==> config.mk <==
export PLATFORM = sky130hd
export DESIGN_NAME = operand_format_datapath
export DESIGN_NICKNAME = d
export VERILOG_FILES = /design/src/include/operand_format_pkg.sv /design/src/verilog/operand_format_datapath.sv
export SDC_FILE = /design/constraint.sdc
export NUM_CORES = 1
export LEC_CHECK = 0
export BUFFER_PORTS_ARGS = -buffer_cell sky130_fd_sc_hd__buf_4
export CAP_MARGIN = 40
export CORE_MARGIN = 2
export CORE_UTILIZATION = 46
export DETAILED_ROUTE_END_ITERATION = 16
export PLACE_DENSITY = 0.66
export SLEW_MARGIN = 20
export SYNTH_ARGS = -nofsm -noshare
export SYNTH_HDL_FRONTEND = slang
export SYNTH_SLANG_ARGS = --single-unit
==> constraint.sdc <==
create_clock -name CLK -period 9.7 [get_ports CLK]
set_clock_uncertainty 0.05 [all_clocks]
set_input_delay 0.97 -clock CLK [delete_from_list [all_inputs] [get_ports CLK]]
set_output_delay 0.97 -clock CLK [all_outputs]
set_load 0.02 [all_outputs]
==> src/include/operand_format_pkg.sv <==
package operand_format_pkg;

    // ==========================================================
    // Word, byte and digit geometry
    // ==========================================================
    localparam int WORD_W    = 16;
    localparam int DWORD_W   = 32;
    localparam int BYTE_W    = 8;
    localparam int HEX_W     = 4;
    localparam int NUM_REGS  = 16;
    localparam int REG_SEL_W = 4;
    localparam int SEL_W     = 2;

    // Vector bit 15 is bit 0 (most significant end) of a word
    localparam int BYTE0_LSB = 8;
    localparam int BYTE1_LSB = 0;
    localparam int DIG0_LSB  = 12;

    // Register zero is the operator switch register
    localparam logic [3:0] SWITCH_REG_SEL = 4'h0;
    localparam logic [3:0] PAIR_ODD_BIT   = 4'h1;

    // ==========================================================
    // Floating-point layout (single form held in a doubleword)
    // ==========================================================
    localparam int FP_EXP_W      = 9;
    localparam int FP_FRAC_SGL_W = 22;
    localparam int FP_FRAC_DBL_W = 38;
    localparam int FP_SIGN_POS   = 31;
    localparam int FP_EXP_LSB    = 22;

    localparam logic [15:0] WORD_ZERO  = 16'h0000;
    localparam logic [31:0] DWORD_ZERO = 32'h0000_0000;
    localparam logic [15:0] ADDR_STEP  = 16'h0001;

    // ==========================================================
    // Operations
    // ==========================================================
    typedef enum logic [2:0] {
        OP_PASS  = 3'h0,
        OP_NEG   = 3'h1,
        OP_CMP   = 3'h3,
        OP_BYTE  = 3'h2,
        OP_HEX   = 3'h6,
        OP_FNORM = 3'h7,
        OP_FNEG  = 3'h5
    } op_e;

    typedef struct packed {
        op_e                   op;
        logic                  dw;
        logic [SEL_W-1:0]      sel;
        logic [REG_SEL_W-1:0]  src_a;
        logic [REG_SEL_W-1:0]  src_b;
    } req_s;

    typedef struct packed {
        logic neg;
        logic zero;
        logic less;
        logic equal;
    } flags_s;

endpackage

==> src/verilog/operand_format_datapath.sv <==
`timescale 1ns/1ps
// Overview of operation
// RL1: Doubleword is 32 bits in two locations
// RL2: Even register high half, next odd low
// RL3: Byte 0 bits 0-7, byte 1 bits 8-15
// RL4: Four hex digits, digit 0 most significant
// RL5: Sign bit leads 15 or 31 data bits
// RL6: Negatives are two's complement, both lengths
// RL7: Float: nine-bit exponent, 22/38-bit fraction
// RL8: Zero fraction forces all-zero float word
// RL9: Float negate is integer two's complement
// RL10: Memory doubleword high word at lower address
// RL11: Four-bit register fields, R0 is switches
module operand_format_datapath (
    // Clock and reset
    input  wire logic                          CLK,
    input  wire logic                          RST,
    // Operator switches (register zero)
    input  wire logic [15:0]                   SWITCH_REG,
    // Register write port
    input  wire logic                          WR_EN,
    input  wire logic                          WR_DW,
    input  wire logic [3:0]                    WR_ADDR,
    input  wire logic [31:0]                   WR_DATA,
    // Operation request
    input  wire logic                          REQ_VALID,
    input  wire operand_format_pkg::req_s      REQ,
    // Memory doubleword address split
    input  wire logic [15:0]                   MEM_DW_ADDR,
    output logic      [15:0]                   MEM_HI_ADDR,
    output logic      [15:0]                   MEM_LO_ADDR,
    // Results
    output logic                               RES_VALID,
    output logic      [31:0]                   RESULT,
    output operand_format_pkg::flags_s         FLAGS
);

    // ==========================================================
    // General register file
    // ==========================================================
    logic [15:0] regs_ff     [1:15];
    logic [15:0] nxt_regs    [1:15];
    logic [3:0]  wr_even;

    always_comb begin
        wr_even = WR_ADDR & ~operand_format_pkg::PAIR_ODD_BIT;
        for (int i = 1; i < operand_format_pkg::NUM_REGS; i++) begin
            nxt_regs[i] = regs_ff[i];
        end
        if (WR_EN) begin
            if (WR_DW) begin
                // Writes to the switch register are dropped [RL11]
                if (wr_even != operand_format_pkg::SWITCH_REG_SEL) begin
                    nxt_regs[wr_even] = WR_DATA[31:16]; // [RL2]
                end
                nxt_regs[wr_even | operand_format_pkg::PAIR_ODD_BIT] = WR_DATA[15:0]; // [RL2]
            end else if (WR_ADDR != operand_format_pkg::SWITCH_REG_SEL) begin
                nxt_regs[WR_ADDR] = WR_DATA[15:0];
            end
        end
    end

    always_ff @(posedge CLK or posedge RST) begin
        if (RST) begin
            for (int i = 1; i < operand_format_pkg::NUM_REGS; i++) begin
                regs_ff[i] <= operand_format_pkg::WORD_ZERO;
            end
        end else begin
            for (int i = 1; i < operand_format_pkg::NUM_REGS; i++) begin
                regs_ff[i] <= nxt_regs[i];
            end
        end
    end

    function automatic logic [15:0] rd_word(input logic [3:0] sel, input logic [15:0] sw,
                                            input logic [15:0] r1, input logic [15:0] r2);
        rd_word = (sel == operand_format_pkg::SWITCH_REG_SEL) ? sw : ((sel[0]) ? r2 : r1); // [RL11]
    endfunction

    // ==========================================================
    // Operand fetch
    // ==========================================================
    logic [3:0]  a_even;
    logic [3:0]  b_even;
    logic [15:0] a_hi;
    logic [15:0] a_lo;
    logic [15:0] b_hi;
    logic [15:0] b_lo;
    logic [15:0] a_sgl;
    logic [15:0] b_sgl;
    logic [31:0] opa;
    logic [31:0] opb;

    always_comb begin
        a_even = REQ.src_a & ~operand_format_pkg::PAIR_ODD_BIT;
        b_even = REQ.src_b & ~operand_format_pkg::PAIR_ODD_BIT;
        a_hi   = (a_even == operand_format_pkg::SWITCH_REG_SEL) ? SWITCH_REG : regs_ff[a_even];
        b_hi   = (b_even == operand_format_pkg::SWITCH_REG_SEL) ? SWITCH_REG : regs_ff[b_even];
        a_lo   = regs_ff[a_even | operand_format_pkg::PAIR_ODD_BIT];
        b_lo   = regs_ff[b_even | operand_format_pkg::PAIR_ODD_BIT];
        a_sgl  = rd_word(REQ.src_a, SWITCH_REG, a_hi, a_lo);
        b_sgl  = rd_word(REQ.src_b, SWITCH_REG, b_hi, b_lo);
        if (REQ.dw) begin
            opa = {a_hi, a_lo}; // [RL1] [RL2]
            opb = {b_hi, b_lo}; // [RL1] [RL2]
        end else begin
            // Single length sign-extended from bit 0 [RL5]
            opa = {{operand_format_pkg::WORD_W{a_sgl[operand_format_pkg::WORD_W-1]}}, a_sgl};
            opb = {{operand_format_pkg::WORD_W{b_sgl[operand_format_pkg::WORD_W-1]}}, b_sgl};
        end
    end

    // ==========================================================
    // Arithmetic and format units
    // ==========================================================
    function automatic logic [31:0] fp_norm(input logic [31:0] v);
        logic [31:0] mag;
        mag = v[operand_format_pkg::FP_SIGN_POS] ? (~v + 32'h0000_0001) : v; // [RL9]
        if (mag[operand_format_pkg::FP_FRAC_SGL_W-1:0] == '0) begin
            fp_norm = operand_format_pkg::DWORD_ZERO; // [RL8]
        end else begin
            fp_norm = v; // [RL7]
        end
    endfunction

    logic [31:0]                 nxt_result;
    operand_format_pkg::flags_s  nxt_flags;
    logic [31:0]                 result_ff;
    operand_format_pkg::flags_s  flags_ff;
    logic                        res_valid_ff;
    logic [31:0]                 neg_full;
    logic                        sgn;

    always_comb begin
        neg_full   = ~opa + 32'h0000_0001; // [RL6]
        nxt_result = opa;
        case (REQ.op)
            operand_format_pkg::OP_PASS:  nxt_result = opa;
            operand_format_pkg::OP_NEG:   nxt_result = neg_full; // [RL6]
            operand_format_pkg::OP_CMP:   nxt_result = opa;
            operand_format_pkg::OP_BYTE:  nxt_result = REQ.sel[0] ?
                {24'h00_0000, opa[operand_format_pkg::BYTE1_LSB +: operand_format_pkg::BYTE_W]} :
                {24'h00_0000, opa[operand_format_pkg::BYTE0_LSB +: operand_format_pkg::BYTE_W]}; // [RL3]
            operand_format_pkg::OP_HEX:   nxt_result = {28'h000_0000,
                opa[operand_format_pkg::DIG0_LSB - 4*REQ.sel +: operand_format_pkg::HEX_W]}; // [RL4]
            operand_format_pkg::OP_FNORM: nxt_result = fp_norm(opa); // [RL8]
            operand_format_pkg::OP_FNEG:  nxt_result = fp_norm(neg_full); // [RL9]
            default:                      nxt_result = opa;
        endcase
        if (!REQ.dw && REQ.op != operand_format_pkg::OP_FNORM && REQ.op != operand_format_pkg::OP_FNEG) begin
            nxt_result[31:16] = operand_format_pkg::WORD_ZERO;
        end
        sgn             = REQ.dw ? nxt_result[31] : nxt_result[15]; // [RL5]
        nxt_flags.neg   = (REQ.op == operand_format_pkg::OP_BYTE || REQ.op == operand_format_pkg::OP_HEX) ?
                          1'b0 : sgn;
        nxt_flags.zero  = (nxt_result == operand_format_pkg::DWORD_ZERO);
        nxt_flags.less  = (REQ.op == operand_format_pkg::OP_CMP) && ($signed(opa) < $signed(opb)); // [RL6]
        nxt_flags.equal = (REQ.op == operand_format_pkg::OP_CMP) && (opa == opb);
    end

    always_ff @(posedge CLK or posedge RST) begin
        if (RST) begin
            result_ff    <= operand_format_pkg::DWORD_ZERO;
            flags_ff     <= '0;
            res_valid_ff <= 1'b0;
        end else begin
            res_valid_ff <= REQ_VALID;
            if (REQ_VALID) begin
                result_ff <= nxt_result;
                flags_ff  <= nxt_flags;
            end
        end
    end

    // ==========================================================
    // Memory doubleword addressing
    // ==========================================================
    logic [15:0] mem_hi_ff;
    logic [15:0] mem_lo_ff;
    logic [15:0] nxt_mem_lo;

    always_comb begin
        nxt_mem_lo = MEM_DW_ADDR + operand_format_pkg::ADDR_STEP; // [RL10]
    end

    always_ff @(posedge CLK or posedge RST) begin
        if (RST) begin
            mem_hi_ff <= operand_format_pkg::WORD_ZERO;
            mem_lo_ff <= operand_format_pkg::WORD_ZERO;
        end else begin
            mem_hi_ff <= MEM_DW_ADDR;
            mem_lo_ff <= nxt_mem_lo;
        end
    end

    assign MEM_HI_ADDR = mem_hi_ff;
    assign MEM_LO_ADDR = mem_lo_ff;
    assign RESULT      = result_ff;
    assign FLAGS       = flags_ff;
    assign RES_VALID   = res_valid_ff;

    // ==========================================================
    // Assertions
    // ==========================================================
    property p_mem_pair;
        @(posedge CLK) disable iff (RST)
        1'b1 |=> (MEM_LO_ADDR == MEM_HI_ADDR + 16'h0001) && (MEM_HI_ADDR == $past(MEM_DW_ADDR));
    endproperty
    a_mem_pair: assert property (p_mem_pair) else $error("memory pair order wrong"); // [RL10]

    property p_dw_pair;
        @(posedge CLK) disable iff (RST)
        (WR_EN && WR_DW && WR_ADDR[3:1] != 3'h0) ##1 !WR_EN ##1 (REQ_VALID && REQ.op == operand_format_pkg::OP_PASS
            && REQ.dw && REQ.src_a == $past(WR_ADDR, 2)) |=> RESULT == $past(WR_DATA, 3);
    endproperty
    a_dw_pair: assert property (p_dw_pair) else $error("doubleword pairing wrong"); // [RL2]

    property p_dw_width;
        @(posedge CLK) disable iff (RST)
        (REQ_VALID && REQ.op == operand_format_pkg::OP_PASS && REQ.dw) |=> RESULT == {$past(a_hi), $past(a_lo)};
    endproperty
    a_dw_width: assert property (p_dw_width) else $error("doubleword not 32 bits"); // [RL1]

    property p_byte;
        @(posedge CLK) disable iff (RST)
        (REQ_VALID && REQ.op == operand_format_pkg::OP_BYTE && REQ.sel[0] == 1'b0)
            |=> RESULT[7:0] == $past(opa[15:8]) && RESULT[31:8] == 24'h00_0000;
    endproperty
    a_byte: assert property (p_byte) else $error("byte 0 position wrong"); // [RL3]

    property p_hex;
        @(posedge CLK) disable iff (RST)
        (REQ_VALID && REQ.op == operand_format_pkg::OP_HEX && REQ.sel == 2'h0)
            |=> RESULT == {28'h0, $past(opa[15:12])};
    endproperty
    a_hex: assert property (p_hex) else $error("top hex digit wrong"); // [RL4]

    property p_neg;
        @(posedge CLK) disable iff (RST)
        (REQ_VALID && REQ.op == operand_format_pkg::OP_NEG && REQ.dw) |=> RESULT + $past(opa) == 32'h0;
    endproperty
    a_neg: assert property (p_neg) else $error("negate not two's complement"); // [RL6]

    property p_sign;
        @(posedge CLK) disable iff (RST)
        (REQ_VALID && REQ.op == operand_format_pkg::OP_PASS && !REQ.dw) |=> FLAGS.neg == RESULT[15];
    endproperty
    a_sign: assert property (p_sign) else $error("sign flag wrong"); // [RL5]

    property p_fzero;
        @(posedge CLK) disable iff (RST)
        (REQ_VALID && REQ.op == operand_format_pkg::OP_FNORM && opa[21:0] == 22'h0) |=> RESULT == 32'h0 && FLAGS.zero;
    endproperty
    a_fzero: assert property (p_fzero) else $error("zero fraction kept exponent"); // [RL8]

    property p_fneg;
        @(posedge CLK) disable iff (RST)
        (REQ_VALID && REQ.op == operand_format_pkg::OP_FNEG && opa[21:0] != 22'h0) |=> RESULT == -$past(opa);
    endproperty
    a_fneg: assert property (p_fneg) else $error("float negate wrong"); // [RL9]

    property p_r0;
        @(posedge CLK) disable iff (RST)
        (REQ_VALID && REQ.op == operand_format_pkg::OP_PASS && !REQ.dw && REQ.src_a == 4'h0)
            |=> RESULT[15:0] == $past(SWITCH_REG);
    endproperty
    a_r0: assert property (p_r0) else $error("register zero not switches"); // [RL11]

    property p_fexp;
        @(posedge CLK) disable iff (RST)
        (REQ_VALID && REQ.op == operand_format_pkg::OP_FNORM && opa[21:0] != 22'h0)
            |=> RESULT[30:22] == $past(opa[30:22]);
    endproperty
    a_fexp: assert property (p_fexp) else $error("exponent field disturbed"); // [RL7]

    c_dw_neg: cover property (@(posedge CLK) disable iff (RST)
        REQ_VALID && REQ.op == operand_format_pkg::OP_NEG && REQ.dw);
    c_cmp_less: cover property (@(posedge CLK) disable iff (RST) RES_VALID && FLAGS.less);
    c_fzero: cover property (@(posedge CLK) disable iff (RST)
        REQ_VALID && REQ.op == operand_format_pkg::OP_FNORM && opa != 32'h0 && opa[21:0] == 22'h0);
    c_dw_write: cover property (@(posedge CLK) disable iff (RST) WR_EN && WR_DW);

endmodule

Word-level counts from Yosys, hierarchy flattened

Index checks and enable logic that the tools add are counted.

Bits in registers: 309
Bits in latches: 0
Bits in writable memories: 0
Memory bits (read-only): 0
Bits of input ports: 87
Output and inout port bits: 69
Logic and storage cells: 120
Memories kept: 0

Add/subtract/negate cells: 4
$mul: 0
Div/mod/pow operators: 0
$lt $le $gt $ge: 11
Equal/unequal tests: 9
Shift operators: 1
Multiplexer cells: 43
Bitwise operators: 9
Reductions and logical operators: 20

Operator list:

| kind                                                        | number |
|---|---|
| 2-to-1 mux 240 bit                                          | 5 |
| bitwise mux 240 bit                                         | 3 |
| 2-to-1 mux 16 bit                                           | 18 |
| binary-select mux 16 bit (select 4 bit)                     | 4 |
| demux 16 bit (select 4 bit)                                 | 3 |
| one-hot mux 32 bit (5 select lines)                         | 1 |
| 2-to-1 mux 32 bit                                           | 4 |
| logical NOT 22 bit                                          | 2 |
| 2-to-1 mux 22 bit                                           | 2 |
| >= comparator 5 bit (second input constant)                 | 7 |
| NOT 4 -> 5 bit                                              | 7 |
| indexed part select 32 x 33 -> 4 bit                        | 1 |
| adder 32 x 1 -> 32 bit (second input constant)              | 1 |
| equality test 32 bit                                        | 1 |
| logical NOT 32 bit                                          | 1 |
| less-than comparator 32 bit                                 | 1 |
| NOT 32 bit                                                  | 1 |
| adder 22 x 1 -> 22 bit (second input constant)              | 1 |
| NOT 22 bit                                                  | 1 |
| adder 16 x 1 -> 16 bit (second input constant)              | 1 |
| logical NOT 4 bit                                           | 4 |
| less-than comparator 5 x 1 -> 1 bit (second input constant) | 3 |
| equality test 3 bit (second input constant)                 | 3 |
| 2-to-1 mux 8 bit                                            | 1 |
| other kinds (11)                                            | 21 |

Depth between registers and ports, before layout

Gate-level depths: netlist (run 1).

Word-level depth: 19
Depth in mapped cells: 26
Gate-level depth less buffers: 22

Worst setup path before layout (run 1)

Ideal clock, no wire load.

Kind: input to register
Start: input port REQ[6] (netlist bit)
End: register flags_ff, in the netlist FLAGS[2]
Setup time: 0.103 ns
Data arrival time: 6.413 ns
Required time: 9.547 ns
Path slack: 3.134 ns
Stages: 25
Buffers on the path: 5
Path through: buf_6 > buf_6 > buf_6 > buf_2 > mux4_2 > mux2i_1 > nor2_1 > a21oi_1 > ha_1 > nand2_1 > a21oi_1 > nor2_1 > or4_1 > a21o_1 > a211oi_4 > nand4_4 > nor4_4 > o21ai_2 > a2111oi_4 > a31o_1 > buf_6 > a2bb2oi_2 > a21oi_1 > or4_1 > o41ai_2

Word-level cells in the longest chain between the ends: 18
Elaborated cells between the ends (all ways): 29
Classes of those cells: add/sub: 2; shift: 1; mux: 17; bitwise: 4; reduce/logical: 5

RTL lines:

| what                                                 | RTL line                       | RTL |
|---|---|---|
| start, declared                                      | operand_format_datapath.sv:27  | `input wire operand_format_pkg::req_s REQ,` |
| NOT 4 -> 5 bit (implied by the code)                 | operand_format_datapath.sv:97  | `a_hi = (a_even == operand_format_pkg::SWITCH_REG_SEL) ? SWITCH_REG : regs_ff[a_even];` |
| binary-select mux 16 bit (select 4 bit)              | operand_format_datapath.sv:97  |  |
| 2-to-1 mux 16 bit (implied by the code) (2 in a row) | operand_format_datapath.sv:97  |  |
| 2-to-1 mux 16 bit                                    | operand_format_datapath.sv:97  |  |
| 2-to-1 mux 16 bit (2 in a row)                       | operand_format_datapath.sv:77  | `rd_word = (sel == operand_format_pkg::SWITCH_REG_SEL) ? sw : ((sel[0]) ? r2 : r1);` |
| 2-to-1 mux 32 bit (*)                                | operand_format_datapath.sv:103 | `if (REQ.dw) begin` |
| NOT 32 bit                                           | operand_format_datapath.sv:118 | `mag = v[operand_format_pkg::FP_SIGN_POS] ? (~v + 32'h0000_0001) : v;` |
| adder 32 x 1 -> 32 bit                               | operand_format_datapath.sv:118 |  |
| NOT 22 bit                                           | operand_format_datapath.sv:118 |  |
| adder 22 x 1 -> 22 bit                               | operand_format_datapath.sv:118 |  |
| 2-to-1 mux 22 bit                                    | operand_format_datapath.sv:118 |  |
| logical NOT 22 bit                                   | operand_format_datapath.sv:119 | `if (mag[operand_format_pkg::FP_FRAC_SGL_W-1:0] == '0) begin` |
| 2-to-1 mux 32 bit                                    | operand_format_datapath.sv:119 |  |
| one-hot mux 32 bit (5 select lines) (*)              | operand_format_datapath.sv:137 | `case (REQ.op)` |
| 2-to-1 mux 16 bit                                    | operand_format_datapath.sv:150 | `if (!REQ.dw && REQ.op != operand_format_pkg::OP_FNORM && REQ.op != operand_format_pkg::OP_FNEG) begin` |
| logical NOT 32 bit (*)                               | operand_format_datapath.sv:156 | `nxt_flags.zero = (nxt_result == operand_format_pkg::DWORD_ZERO);` |
| end signal, assigned                                 | operand_format_datapath.sv:170 | `flags_ff <= nxt_flags;` |
| end, declared                                        | operand_format_datapath.sv:129 | `operand_format_pkg::flags_s flags_ff;` |

Every way passes the cells marked *; elsewhere a longest branch is shown, timed or not. The select of a mux whose other input is x is not followed.
A chain may end at the register's enable or synchronous reset.

Worst setup path after layout (run 1)

Start: input port REQ[5] (netlist bit)
End: register flags_ff, in the netlist FLAGS[2]

Same word-level chain as after synthesis.

==> impl_metrics.env, run 1 <==
export IMPL_status="finished clean"
export IMPL_async_reset_ff_frac=1.00
export IMPL_hold_class="primary input to asynchronous set/reset pin"
export IMPL_post_cts_repair_setup_buffers=0
export IMPL_drt_pre_antenna_iters=6
export IMPL_nets=2123
export IMPL_via_per_inst=6.51
export IMPL_powerDensity_nw_per_um2=220
export IMPL_fin_tns_setup_ns=0
export IMPL_post_drt_wl_per_cell_um=26.9
export IMPL_root_buffer="clkbuf_16"
export IMPL_yosys_warnings=0
export IMPL_ys_seq_area_frac=0.395
export IMPL_clk_latency_ns=0.57
export IMPL_drc=0
export IMPL_crit_required_ns=10.12
export IMPL_peakVddDrop_v=0.000158
export IMPL_synth_net_count=1993
export IMPL_grt_pass1_wl_um=104000
export IMPL_core_area_um2=41900
export IMPL_cp_data_arrival_time_ns=8.05
export IMPL_synth_top_cell_by_area="dfrtp_1"
export IMPL_boundaryPins=156
export IMPL_min_period_over_period=0.786
export IMPL_regToRegSetupSlack_ns=2.83
export IMPL_ys_flop_type="dfrtp_1"
export IMPL_avgSynthCellArea_um2=10.5
export IMPL_cts_buffers_inserted=35
export IMPL_area_delta_synth_final_pct=16.3
export IMPL_totalWireLength_um=68900
export IMPL_cts_sinks=309
export IMPL_rsz0062_at_grt="no"
export IMPL_yosys_area_top_type_share=0.395
export IMPL_fmax_ghz=0.131
export IMPL_vias=16700
export IMPL_setup_viol=0
export IMPL_synth_edf_count=0
export IMPL_syn_inst=1872
export IMPL_maxSlewHeadroom=0.268
export IMPL_cts_buffer_depth=3
export IMPL_crit_path_end_kind="register"
export IMPL_track_usage=0.315
export IMPL_drtAntennaViolNets=0
export IMPL_drt_iter0_markers=1701
export IMPL_hpwlAfterDp_um=50400
export IMPL_start_kind="primary input"
export IMPL_cts_tree="done"
export IMPL_crit_type="primary input to register"
export IMPL_leakage_nw=9.56
export IMPL_grt_max_degree=80
export IMPL_hold_violations=0
export IMPL_cts_resized=0
export IMPL_drv_slew=0
export IMPL_place_port_buffers=155
export IMPL_globalplace_congestion=1.05
export IMPL_core_rowCount=75
export IMPL_ys_types=99
export IMPL_nFillCells=3661
export IMPL_die_h_um=210
export IMPL_layout_drive_gt1_share=0.281
export IMPL_antenna_found_initial=0
export IMPL_hold_buffers=0
export IMPL_fin_util=0.543
export IMPL_tightest_slew_ns=1.10
export IMPL_dieArea_um2=44200
export IMPL_synth_area_leaders="dfrtp_1 (40%), mux4_2 (11%), mux2_2 (9.2%), a21oi_1 (5.9%), nor2_1 (4.6%)"
export IMPL_clk_pin_slew_ns=0.06
export IMPL_synth_seq_cells=309
export IMPL_die_w_um=210
export IMPL_grt_pass1_vias=16600
export IMPL_initial_core_util=0.466
export IMPL_layout_min_cycle_time_ns=7.63
export IMPL_overflow=0
export IMPL_htreeDepth=2
export IMPL_maxCapViolations=0
export IMPL_cp_max_fo=34
export IMPL_synth_area_um2=19600
-- cell usage in the layout (no fill, tap or decap), drive strengths merged, types with 13 or more instances in the layout --
cell type and instances:
or3 14, nor2b 20, clkbuf 40, mux4 92, nand2b 26, mux2i 85
o21ai 50, a21oi 231, a22oi 53, xnor2 24, a21o 13, a211oi 13
inv 27, dfrtp 309, nand4 25, ha 34, nor3 27, nor2 241
buf 210, nand3 28, mux2 162, nand2 83
-- cells in the mapped netlist, types with 23 or more instances --
master    number
mux4_2        92
nand2b_1      26
clkbuf_1      79
nand2_1       83
nand4_1       23
nor2_1       241
nor3_1        27
xnor2_1       24
mux2i_1       84
nand3_1       28
a22oi_1       52
o21ai_0       47
a21oi_1      229
inv_1         25
ha_1          34
dfrtp_1      309
mux2_2       160
-- metrics by stage --
| stage | cells | hold slack (ns) | worst slack [ns] | power (W) | cell area, um2 |
|---|---|---|---|---|---|
| finish | 2563 | 0.405 | 2.07 | 0.00501 | 22800 |
| CTS | 2557 | 0.441 | 2.24 | 0.00499 | 22700 |
| detailed placement | 2499 | 0.448 | 1.66 | 0.00345 | 21300 |
| global placement | 2486 | 0.446 | 1.86 | 0.00340 | 21200 |
| floorplan | 1872 | 0.442 | 0.136 | 0.00285 | 19600 |
| global route | 2562 | 0.439 | 1.92 | 0.00524 | 22800 |
-- final timing paths --
kind                         startpoint         endpoint  depth (start not counted)
hold reg to reg                FLAGS[2]         FLAGS[2]                          2
setup reg to reg           regs_ff[129]         FLAGS[2]                         21
min in group CLK               FLAGS[2]         FLAGS[2]                          2
hold / removal                      RST     regs_ff[220]                          2
max in group asynchronous           RST  MEM_HI_ADDR[15]                          4
setup / recovery                 REQ[5]         FLAGS[2]                         22
-- final cells by class --
cell class                 instances  area [um2]  area share
timing repair buffer             210        1710      0.0753
sequential                       309        7730       0.340
tap                              539         674      0.0296
clock buffer                      40         935      0.0411
clock inverter                    18         390      0.0172
antenna                            1        2.50    0.000110
multi-input combinational       1419       11200       0.492
inverter                          27         109     0.00478
-- critical path, cell delays in order --
cell and delay [ns]:
buf_4 0.41, nor2b_1 0.63, a22oi_1 0.24, a21oi_1 0.40, or2_2 0.29, ha_1 0.35, nand2_1 0.08, a21oi_1 0.24
nor2_1 0.15, buf_4 0.19, nor2_1 0.12, nand3_1 0.40, xnor2_1 0.73, nand4_1 0.23, o21a_1 0.17, o32a_1 0.37
a2111oi_4 0.40, a31o_1 0.50, a2bb2oi_2 0.18, a21oi_1 0.06, or4_1 0.56, o41ai_2 0.31
-- cell families (layout without fill, tap and decap cells) --
group,Yosys count,count (layout),share of synthesized area
xor gates and xnor gates,33,33,0.0148
muxes,339,339,0.243
adders and majority gates,34,34,0.0217
DFF,309,309,0.395
buffers and inverters,144,295,0.0343
and+or+nand+nor,528,528,0.129
AOI/OAI and AO/OA,485,485,0.162
other,0,1,0
-- report_power, final --
| group | internal, W | total [W] | leakage, nW | switching [W] |
|---|---|---|---|---|
| clock network | 0.000963 | 0.00153 | 0.642 | 0.000568 |
| registers | 0.00156 | 0.00177 | 3.66 | 0.000210 |
| logic | 0.000731 | 0.00171 | 5.26 | 0.000974 |
-- flip-flops by register name, summed over array words and instances, names as in the netlist --
| register | flops |
|---|---|
| FLAGS | 4 |
| MEM_HI_ADDR | 16 |
| MEM_LO_ADDR | 16 |
| RESULT | 32 |
| RES_VALID | 1 |
| regs_ff | 240 |
-- layer usage --
metal / wire length (um) / global-route usage / share of wire
met4: 4020 / 0.169 / 0.058
met2: 31500 / 0.487 / 0.46
met3: 5510 / 0.0682 / 0.080
met5: 0 / 0 / 0
met1: 27900 / 0.415 / 0.41
No activity file was read; power rests on OpenSTA's default activity.
==> run 2: changes to the inputs <==
clock period = 6.85 ns   (was 9.7 ns; I/O delays follow)
==> run 2 against run 1 <==
  * Cell area grew 1.2%
  * Flip-flop and latch count unchanged
  * Worst hold slack lost 0.23 ns
  * Non-clock buffer count increased by 56
==> impl_metrics.env, run 2 (synthesis results as in run 1) <==
export IMPL_die_w_um=210
export IMPL_cts_buffer_depth=3
export IMPL_fin_cells=2625
export IMPL_setup_viol=0
export IMPL_power_w=0.00691
export IMPL_nFillCells=3656
export IMPL_hold_violations=0
export IMPL_peakVddDrop_v=0.000221
export IMPL_holdPathStages=1
export IMPL_status="finished clean"
export IMPL_regMostFlops="regs_ff"
export IMPL_drt_pre_antenna_iters=6
export IMPL_hold_class="primary input to register"
export IMPL_cp_max_fo=33
export IMPL_grt_max_degree=182
export IMPL_cts_tree="done"
export IMPL_core_rowCount=75
export IMPL_fmax_ghz=0.164
export IMPL_rsz0062_at_grt="no"
export IMPL_overflow=0
export IMPL_final_common_cell="dfrtp_1"
export IMPL_globalplace_congestion=1.01
export IMPL_powerDensity_nw_per_um2=300
export IMPL_post_drt_wl_per_cell_um=26.9
export IMPL_min_to="MEM_HI_ADDR[15]"
export IMPL_layout_drive_gt1_share=0.298
export IMPL_root_buffer="clkbuf_16"
export IMPL_drt_iter0_markers=1700
export IMPL_min_period_over_period=0.891
export IMPL_core_area_um2=41900
export IMPL_hold_slack_ns=0.179
export IMPL_area_delta_synth_final_pct=17.7
export IMPL_crit_required_ns=7.27
export IMPL_hpwlAfterDp_um=52100
export IMPL_hp_start="MEM_DW_ADDR[15]"
export IMPL_maxCapViolations=0
export IMPL_post_cts_repair_setup_buffers=0
export IMPL_antenna_found_initial=1
export IMPL_grt_pass1_vias=16900
export IMPL_cts_buffers_inserted=36
export IMPL_cp_data_arrival_time_ns=6.53
export IMPL_clk_latency_ns=0.58
export IMPL_grt_pass1_wl_um=107000
export IMPL_worst_slack_ns=0.747
export IMPL_worst_r2r_path_depth=21
export IMPL_reg2reg_to="FLAGS[2]"
export IMPL_htreeDepth=2
export IMPL_cts_sinks=309
export IMPL_dp_cells=2556
export IMPL_vias=16900
export IMPL_via_per_inst=6.45
export IMPL_layout_min_cycle_time_ns=6.10
export IMPL_place_port_buffers=155
export IMPL_place_ws_ns=0.219
export IMPL_fin_tns_setup_ns=0
export IMPL_track_usage=0.323
export IMPL_regToRegSetupSlack_ns=0.82
export IMPL_drv_slew=0
export IMPL_clk_pin_slew_ns=0.06
export IMPL_die_h_um=210
export IMPL_nets=2180
export IMPL_drtAntennaViolNets=0
export IMPL_crit_type="primary input to register"
export IMPL_initial_core_util=0.466
export IMPL_tightest_slew_ns=1.13
export IMPL_antennaDiodeCount=0
export IMPL_start_kind="primary input"
export IMPL_mostFrequentLayoutCells="dfrtp_1 (309), buf_4 (252), nor2_1 (234)"
export IMPL_maxSlewHeadroom=0.248
export IMPL_boundaryPins=156
export IMPL_crit_path_end_kind="register"
export IMPL_largest_reg_flops=240
export IMPL_leakage_nw=9.77
export IMPL_dieArea_um2=44200
export IMPL_totalWireLength_um=70500
export IMPL_drc=0
export IMPL_r2r_start="regs_ff[129]"
## run 2: area by class of cell
| class | instances | area [um2] | area share |
|---|---|---|---|
| Tap cell | 539 | 674 | 0.0293 |
| Timing Repair Buffer | 266 | 2150 | 0.0933 |
| Multi-Input combinational cell | 1419 | 11200 | 0.486 |
| Clock inverter | 15 | 166 | 0.00722 |
| Sequential cell | 309 | 7730 | 0.336 |
| Clock buffer | 50 | 1000 | 0.0436 |
| Inverter | 27 | 105 | 0.00456 |
## run 2: through the flow
stage	area, um2	util
after floorplan	19600	-
after global placement	21700	0.517
after detailed placement	21800	0.519
after CTS	23000	0.548
after global routing	23000	0.549
final	23000	0.549
## run 2: worst max path at each step
stage,start,endpoint,slack [ns],depth (start not counted)
6_report,REQ[6],FLAGS[2],0.75,19
5_1_grt,REQ[6],FLAGS[2],0.37,23
4_1_cts,REQ[6],FLAGS[2],0.84,23
3_5_place_dp,REQ[6],FLAGS[2],0.22,23
3_3_place_gp,REQ[5],FLAGS[2],0.28,22
2_1_floorplan,REQ[6],FLAGS[2],0.57,25
## run 2: routing by layer
| metal | vias up | part of all wire | track usage |
|---|---|---|---|
| li1 | 7439 | - | - |
| met1 | 8512 | 0.41 | 0.427 |
| met2 | 769 | 0.45 | 0.501 |
| met3 | 219 | 0.074 | 0.0533 |
| met4 | 2 | 0.069 | 0.197 |
| met5 | - | 0.00023 | 0 |
## run 2: worst max-delay path: stages
cell	delay (ns)
buf_4	0.20
buf_12	0.26
buf_4	0.35
mux2i_1	0.27
a22oi_1	0.14
a21oi_1	0.49
a22o_1	0.39
nand3_1	0.19
or3_1	0.46
a211oi_2	0.50
nand4_4	0.19
nor4_4	0.36
o21ai_2	0.13
a2111oi_4	0.42
a31o_1	0.34
a2bb2oi_2	0.16
a21oi_1	0.07
or4_1	0.56
o41ai_2	0.32
## run 2: where the power goes
part,leakage [nW],switching [W],internal [W]
logic,5.53,0.00140,0.00108
registers,3.66,0.000297,0.00221
clock network,0.580,0.000829,0.00109
total,9.77,0.00253,0.00438
## run 2: repair_timing
action | in CTS | in global routing
endpoints found under the hold margin | 3 | 0
gates resized for setup | 0 | 0
endpoints found under the setup margin | 0 | 0
hold buffers | 1 | 0
